<file path="config.mk">
export PLATFORM = sky130hd
export DESIGN_NAME = spc_config_regs
export DESIGN_NICKNAME = d
export VERILOG_FILES = /design/src/core/spc_rate_map.v /design/src/core/spc_config_regs.v
export VERILOG_INCLUDE_DIRS = /design/src /design/src/core
export SDC_FILE = /design/constraint.sdc
export NUM_CORES = 1
export LEC_CHECK = 0
export ABC_AREA = 1
export BUFFER_PORTS_ARGS = -buffer_cell sky130_fd_sc_hd__buf_2
export CAP_MARGIN = 15
export CORE_ASPECT_RATIO = 0.8
export CORE_MARGIN = 5
export CORE_UTILIZATION = 35
export DETAILED_ROUTE_END_ITERATION = 8
export SLEW_MARGIN = 15
export SYNTH_ARGS = -nofsm -noshare
export SYNTH_HDL_FRONTEND = slang
export SYNTH_SLANG_ARGS = --single-unit
</file>
<file path="constraint.sdc">
create_clock -name clk -period 3.2 [get_ports clk]
set_clock_uncertainty 0.05 [all_clocks]
set_input_delay 0.64 -clock clk [delete_from_list [all_inputs] [get_ports clk]]
set_output_delay 0.64 -clock clk [all_outputs]
set_load 0.02 [all_outputs]
</file>
<file path="src/core/spc_map.vh">
// register offsets, field positions, reset values and decode tables for the config bank
`ifndef SPC_MAP_VH
`define SPC_MAP_VH
`define SPC_IDX_PRN 8'h01
`define SPC_IDX_SER 8'h02
`define SPC_IDX_FLP 8'h03
`define SPC_RST_PRN 8'h9F
`define SPC_RST_SER 8'hDC
`define SPC_RST_FLP 8'h78
`define SPC_PRN_PWR 2
`define SPC_PRN_MODE 3
`define SPC_PRN_POL 4
`define SPC_PRN_LOCK 7
`define SPC_SER1_EN 2
`define SPC_SER1_PWR 3
`define SPC_SER2_EN 6
`define SPC_SER2_PWR 7
`define SPC_FLP_OS2 1
`define SPC_FLP_PIN_LO 2
`define SPC_FLP_OPT0 3
`define SPC_FLP_OPT1 4
`define SPC_FLP_PIN_HI 7
`define SPC_FLP_WMASK 8'hFE
`define SPC_ADDR_LPT1 10'h3BC
`define SPC_ADDR_LPT2 10'h378
`define SPC_ADDR_LPT3 10'h278
`define SPC_ADDR_COM1 10'h3F8
`define SPC_ADDR_COM2 10'h2F8
`define SPC_ADDR_338 10'h338
`define SPC_ADDR_238 10'h238
`define SPC_ADDR_3E8 10'h3E8
`define SPC_ADDR_2E8 10'h2E8
`define SPC_ADDR_2E0 10'h2E0
`define SPC_ADDR_220 10'h220
`define SPC_ADDR_228 10'h228
`endif

</file>
<file path="src/core/spc_rate_map.v">
// maps data-rate select bits onto the two rate pins per drive options
`default_nettype none
module spc_rate_map (
    // configuration
    input wire os2_mode,
    input wire [1:0] drive_opt,
    // rate select from the floppy core
    input wire [1:0] rate_sel,
    // pin control
    output reg [1:0] rate_out,
    output reg rate_oe
);
    always @* begin
        rate_out = rate_sel;
        rate_oe = 1'b1;
        if (!os2_mode) begin
            case (drive_opt)
                2'b01: begin
                    // 1000/500/300/250 -> 11/10/01/00
                    case (rate_sel)
                        2'b11: rate_out = 2'b11;
                        2'b00: rate_out = 2'b10;
                        2'b01: rate_out = 2'b01;
                        default: rate_out = 2'b00;
                    endcase
                end
                2'b11: rate_oe = 1'b0;
                default: rate_out = rate_sel;
            endcase
        end
    end
endmodule
`default_nettype wire

</file>
<file path="src/core/spc_config_regs.v">
// indexed configuration bank: printer, serial and floppy setup registers
`default_nettype none
`include "spc_map.vh"

module spc_config_regs #(
    parameter [1:0] EXT_MODE_ECP_EPP_MASK = 2'b11
) (
    // clock and resets
    input wire clk,
    input wire rst,
    input wire por,
    // configuration port access
    input wire config_mode,
    input wire index_wr,
    input wire data_wr,
    input wire data_rd,
    input wire [7:0] wr_data,
    output reg [7:0] rd_data,
    output reg [7:0] config_index_register,
    // extended mode field from another register
    input wire [1:0] pp_ext_mode,
    // floppy core rate select
    input wire [1:0] rate_sel,
    // raw interrupt requests, active high
    input wire ser1_irq_req,
    input wire ser2_irq_req,
    input wire floppy_irq_req,
    input wire printer_irq_req,
    // interrupt pins
    output reg ser1_irq_o,
    output reg ser1_irq_oe,
    output reg ser2_irq_o,
    output reg ser2_irq_oe,
    output reg floppy_interrupt_o,
    output reg floppy_interrupt_oe,
    output reg printer_port_interrupt_o,
    output reg printer_port_interrupt_oe,
    // decoded port controls
    output reg [9:0] printer_base,
    output reg printer_en,
    output reg printer_pwr,
    output reg printer_ext_en,
    output reg [9:0] ser1_base,
    output reg ser1_en,
    output reg ser1_pwr,
    output reg [9:0] ser2_base,
    output reg ser2_en,
    output reg ser2_pwr,
    // floppy controls
    output reg enhanced_floppy_mode_two,
    output reg [1:0] floppy_mode,
    output reg rate_output_low,
    output reg rate_output_high,
    output reg rate_oe,
    // shared pin function
    output reg second_drive_sense_sel,
    output reg address_extension_pin_sel,
    output reg alt_printer_interrupt_sel
);
    localparam ST_IDLE = 2'b01;
    localparam ST_LOCKED = 2'b10;

    reg [7:0] prn_reg;
    reg [7:0] ser_reg;
    reg [7:0] flp_reg;
    reg [1:0] state_reg;
    reg [1:0] state_next;
    reg [9:0] prn_base_next;
    reg [9:0] ser1_base_next;
    reg [9:0] ser2_base_next;
    reg [9:0] com3_addr;
    reg [9:0] com4_addr;
    reg [7:0] rd_next;
    reg pol_high;
    reg ext_force;
    wire [1:0] rate_pins;
    wire rate_drive;
    wire access_ok;

    // third and fourth serial address pair
    always @* begin
        case (prn_reg[6:5])
            2'b01: begin
                com3_addr = `SPC_ADDR_3E8;
                com4_addr = `SPC_ADDR_2E8;
            end
            2'b10: begin
                com3_addr = `SPC_ADDR_2E8;
                com4_addr = `SPC_ADDR_2E0;
            end
            2'b11: begin
                com3_addr = `SPC_ADDR_220;
                com4_addr = `SPC_ADDR_228;
            end
            default: begin
                com3_addr = `SPC_ADDR_338;
                com4_addr = `SPC_ADDR_238;
            end
        endcase
    end

    // shared four-code serial mapping
    function [9:0] ser_addr;
        input [1:0] code;
        input [9:0] a3;
        input [9:0] a4;
        begin
            case (code)
                2'b00: ser_addr = `SPC_ADDR_COM1;
                2'b01: ser_addr = `SPC_ADDR_COM2;
                2'b10: ser_addr = a3;
                default: ser_addr = a4;
            endcase
        end
    endfunction

    // decoders see the live fields; the registered base follows one cycle after the write
    always @* begin
        case (prn_reg[1:0])
            2'b01: prn_base_next = `SPC_ADDR_LPT1;
            2'b10: prn_base_next = `SPC_ADDR_LPT2;
            2'b11: prn_base_next = `SPC_ADDR_LPT3;
            default: prn_base_next = 10'h000;
        endcase
        ser1_base_next = ser_addr(ser_reg[1:0], com3_addr, com4_addr);
        ser2_base_next = ser_addr(ser_reg[5:4], com3_addr, com4_addr);
    end

    // lock state; only power-up returns it to idle
    assign access_ok = config_mode && state_reg[0];
    always @* begin
        state_next = state_reg;
        case (state_reg)
            ST_IDLE: begin
                if (access_ok && data_wr && config_index_register == `SPC_IDX_PRN &&
                    !wr_data[`SPC_PRN_LOCK]) begin
                    state_next = ST_LOCKED;
                end
            end
            ST_LOCKED: state_next = ST_LOCKED;
            default: state_next = ST_IDLE;
        endcase
    end

    // config registers ignore rst and load only on power-up
    always @(posedge clk) begin
        if (por) begin
            prn_reg <= `SPC_RST_PRN;
            ser_reg <= `SPC_RST_SER;
            flp_reg <= `SPC_RST_FLP;
            state_reg <= ST_IDLE;
        end else begin
            state_reg <= state_next;
            if (access_ok && data_wr) begin
                case (config_index_register)
                    `SPC_IDX_PRN: prn_reg <= wr_data;
                    `SPC_IDX_SER: ser_reg <= wr_data;
                    `SPC_IDX_FLP: flp_reg <= wr_data & `SPC_FLP_WMASK;
                    default: prn_reg <= prn_reg;
                endcase
            end
        end
    end

    // index register and read port follow the ordinary reset
    always @* begin
        rd_next = 8'h00;
        if (access_ok && data_rd) begin
            case (config_index_register)
                `SPC_IDX_PRN: rd_next = prn_reg;
                `SPC_IDX_SER: rd_next = ser_reg;
                `SPC_IDX_FLP: rd_next = {flp_reg[7:1], 1'b0};
                default: rd_next = 8'h00;
            endcase
        end
    end

    always @(posedge clk) begin
        if (rst || por) begin
            config_index_register <= 8'h00;
            rd_data <= 8'h00;
        end else begin
            if (config_mode && index_wr) begin
                config_index_register <= wr_data;
            end
            rd_data <= rd_next;
        end
    end

    spc_rate_map u_rate (
        .os2_mode(flp_reg[`SPC_FLP_OS2]),
        .drive_opt({flp_reg[`SPC_FLP_OPT1], flp_reg[`SPC_FLP_OPT0]}),
        .rate_sel(rate_sel),
        .rate_out(rate_pins),
        .rate_oe(rate_drive)
    );

    // interrupt polarity and the extended-mode override on the printer line
    always @* begin
        pol_high = prn_reg[`SPC_PRN_POL];
        ext_force = !prn_reg[`SPC_PRN_MODE] && |(pp_ext_mode & EXT_MODE_ECP_EPP_MASK);
    end

    // low-active lines float when idle, so enable tracks the request
    always @(posedge clk) begin
        if (por) begin
            ser1_irq_o <= 1'b0;
            ser1_irq_oe <= 1'b0;
            ser2_irq_o <= 1'b0;
            ser2_irq_oe <= 1'b0;
            floppy_interrupt_o <= 1'b0;
            floppy_interrupt_oe <= 1'b0;
            printer_port_interrupt_o <= 1'b0;
            printer_port_interrupt_oe <= 1'b0;
        end else begin
            ser1_irq_o <= pol_high ? ser1_irq_req : 1'b0;
            ser1_irq_oe <= pol_high | ser1_irq_req;
            ser2_irq_o <= pol_high ? ser2_irq_req : 1'b0;
            ser2_irq_oe <= pol_high | ser2_irq_req;
            floppy_interrupt_o <= pol_high ? floppy_irq_req : 1'b0;
            floppy_interrupt_oe <= pol_high | floppy_irq_req;
            if (ext_force || !pol_high) begin
                printer_port_interrupt_o <= 1'b0;
                printer_port_interrupt_oe <= printer_irq_req;
            end else begin
                printer_port_interrupt_o <= printer_irq_req;
                printer_port_interrupt_oe <= 1'b1;
            end
        end
    end

    // registered views of the fields; one cycle behind the write
    always @(posedge clk) begin
        if (por) begin
            printer_base <= `SPC_ADDR_LPT3;
            printer_en <= 1'b1;
            printer_pwr <= 1'b1;
            printer_ext_en <= 1'b0;
            ser1_base <= `SPC_ADDR_COM1;
            ser1_en <= 1'b1;
            ser1_pwr <= 1'b1;
            ser2_base <= `SPC_ADDR_COM2;
            ser2_en <= 1'b1;
            ser2_pwr <= 1'b1;
            enhanced_floppy_mode_two <= 1'b0;
            floppy_mode <= 2'b11;
            rate_output_low <= 1'b0;
            rate_output_high <= 1'b0;
            rate_oe <= 1'b0;
            // default bits 7,2 = 00 select the drive sense input
            second_drive_sense_sel <= 1'b1;
            address_extension_pin_sel <= 1'b0;
            alt_printer_interrupt_sel <= 1'b0;
        end else begin
            printer_base <= prn_base_next;
            printer_en <= |prn_reg[1:0];
            printer_pwr <= prn_reg[`SPC_PRN_PWR];
            printer_ext_en <= !prn_reg[`SPC_PRN_MODE];
            ser1_base <= ser1_base_next;
            ser1_en <= ser_reg[`SPC_SER1_EN];
            ser1_pwr <= ser_reg[`SPC_SER1_PWR];
            ser2_base <= ser2_base_next;
            ser2_en <= ser_reg[`SPC_SER2_EN];
            ser2_pwr <= ser_reg[`SPC_SER2_PWR];
            enhanced_floppy_mode_two <= flp_reg[`SPC_FLP_OS2];
            floppy_mode <= flp_reg[6:5];
            rate_output_low <= rate_pins[0];
            rate_output_high <= rate_pins[1];
            rate_oe <= rate_drive;
            // assumed coding: 00 drive sense, 01 address extension, 1x alt interrupt
            second_drive_sense_sel <= !flp_reg[`SPC_FLP_PIN_HI] &&
                !flp_reg[`SPC_FLP_PIN_LO];
            address_extension_pin_sel <= !flp_reg[`SPC_FLP_PIN_HI] &&
                flp_reg[`SPC_FLP_PIN_LO];
            alt_printer_interrupt_sel <= flp_reg[`SPC_FLP_PIN_HI];
        end
    end
endmodule
`default_nettype wire

</file>
==> out/results.ini <==
[placement]
place_congestion = 0.771
portBuffers = 80
dp_hpwl_um = 5130

[sta]
final.period_utilization = 0.546
timing.setup.tns_ns = 0
relSlewSlack = 0.634
rsz0062_at_grt = no
setup_viol = 0
fmax_mhz = 572
hold_viol = 0
tightest_slew_ns = 0.548
final-max-slew-violation-count = 0
fin_crit_ns = 1.75

[yosys]
ys_seq_area_frac = 0.512
syn_avg_cell_area_um2 = 8.70
synth_top_cell_by_area = dfxtp_1
yosysWarnings = 0
synth_cell_type_count = 33
synthFlopType = dfxtp_1
synth-seq-cells = 77
synthArstFlopShare = 0
syn_inst = 346
synth_top_cell_area_share = 0.512
syn_area_um2 = 3010
yosys-top-cells-area = dfxtp_1 51%, nand2_1 8.4%, buf_4 4.5%, inv_1 4.2%, ha_1 4.2%
synth-edff-count = 0

[die]
initial_core_util = 0.356
die_y_um = 92.9
dieArea_um2 = 10600
die_w_um = 114
num_io_pins = 93
fp.coreArea_um2 = 8450
num_rows = 30

[layout]
finish.net_count = 455
ff_latch_area_um2 = 1540
drive_gt1_frac = 0.307
area_delta_synth_final_pct = 20.0
layout.cells.most_common = buf_2
antenna_cells = 0
multi_input_area_um2 = 1170
nFillCells = 856
mostFrequentLayoutCells = 80 x buf_2, 77 x dfxtp_1, 67 x nand2_1, 34 x inv_1, 33 x nor2_1

[global_routing]
grt_pass1_vias = 2223
grt_pass1_wl_um = 10800
groute.usage.overall = 0.130
overflow = 0
antenna_found_initial = 0
grt_max_degree = 33

[worst_setup_path]
crit_path_start_kind = register
slowest_delay_ns = 0.49
required_ns = 2.51
path_buf_inv = 1
critPathTopFamily = flip-flops
crit_chain = buf_2
cp_max_fo = 5
worstPathArrival_ns = 1.06
critical_path_class = register to primary output
endpoint_kind = primary output
cp_slowest_cell = dfxtp_1

[cts]
numCtsBuffers = 9
htree_levels = 3
cts_resized = 0
cts_root_buffer = clkbuf_8
clk_pin_slew_ns = 0.08
clock_sinks = 77
ctsHoldBuffers = 0
cts.path.max_buffers = 2
insertion_delay_ns = 0.34
cts_setup_buffers = 0
tritoncts = done

[route]
viasPerCell = 4.35
first_pass_iters = 4
totalWireLength_um = 6750
wl_per_cell_um = 12.5
drt_iter0_drc = 130
ant_nets = 0
drc = 0
vias = 2342

[power_and_ir_drop]
p_leak_nw = 1.79
vdd_ir_drop_max_mv = 0.243
p_per_area_nw_per_um2 = 527
p_total_w = 0.00190

[hold_path]
hp-class = register to register

[run]
maxCapViolCount = 0

[status]
status = finished, final reports clean

-- kinds of logic after synthesis --
kind of cell / after synthesis / share of synthesized area
buffers and inverters: 66 / 0.110
AND/OR/NAND/NOR: 142 / 0.232
adder cells (fa/ha/maj): 10 / 0.0416
other: 2 / 0.00250
AO/OA/AOI/OAI: 49 / 0.101
flip-flops: 77 / 0.512
-- cell type report --
type	instances	share of cell area
clock buffer	11	0.0392
inverter	41	0.0426
sequential	77	0.427
timing repair buffer	80	0.111
multi-input combinational	213	0.325
clock inverter	5	0.0163
tap	112	0.0388
-- metrics by stage --
stage / worst slack [ns] / std cells / hold WS [ns] / utilization / area (um^2)
floorplan: 1.71 / 356 / 0.373 / - / 3050
global placement: 1.44 / 523 / 0.398 / 0.404 / 3410
detailed placement: 1.38 / 523 / 0.399 / 0.404 / 3410
CTS: 1.43 / 539 / 0.418 / 0.428 / 3610
global route: 1.39 / 539 / 0.448 / 0.428 / 3610
finish: 1.45 / 539 / 0.422 / 0.428 / 3610
-- cells in the mapped netlist, types with 8 or more instances --
cell,n
dfxtp_1,77
nand2_1,67
inv_1,34
nor2_1,33
buf_4,18
nand3_1,16
o21ai_0,13
a21oi_1,12
ha_1,10
o211ai_1,8
-- final timing paths --
kind,start,to,slack [ns],cells past startpoint
hold / removal,prn_reg[3],printer_ext_en,0.42,1
setup reg to reg,config_index_register[4],flp_reg[5],1.72,6
setup / recovery,config_index_register[1],config_index_register[1],1.45,1
hold reg to reg,prn_reg[3],printer_ext_en,0.42,1
-- metal layers --
layer	share of wire	vias to the layer above	GRT usage
met5	0	-	0
met4	0.0098	0	0.0330
met3	0.090	10	0.0483
met2	0.45	74	0.209
met1	0.45	1041	0.165
li1	-	1217	-
-- power by group --
group          leakage, nW  internal, W  switching (W)
sequential           0.626     0.000982      0.0000164
combinational         1.06    0.0000542       0.000118
clock               0.0959     0.000383       0.000348
total                 1.79      0.00142       0.000483
Power figures use the tool's default switching activity.
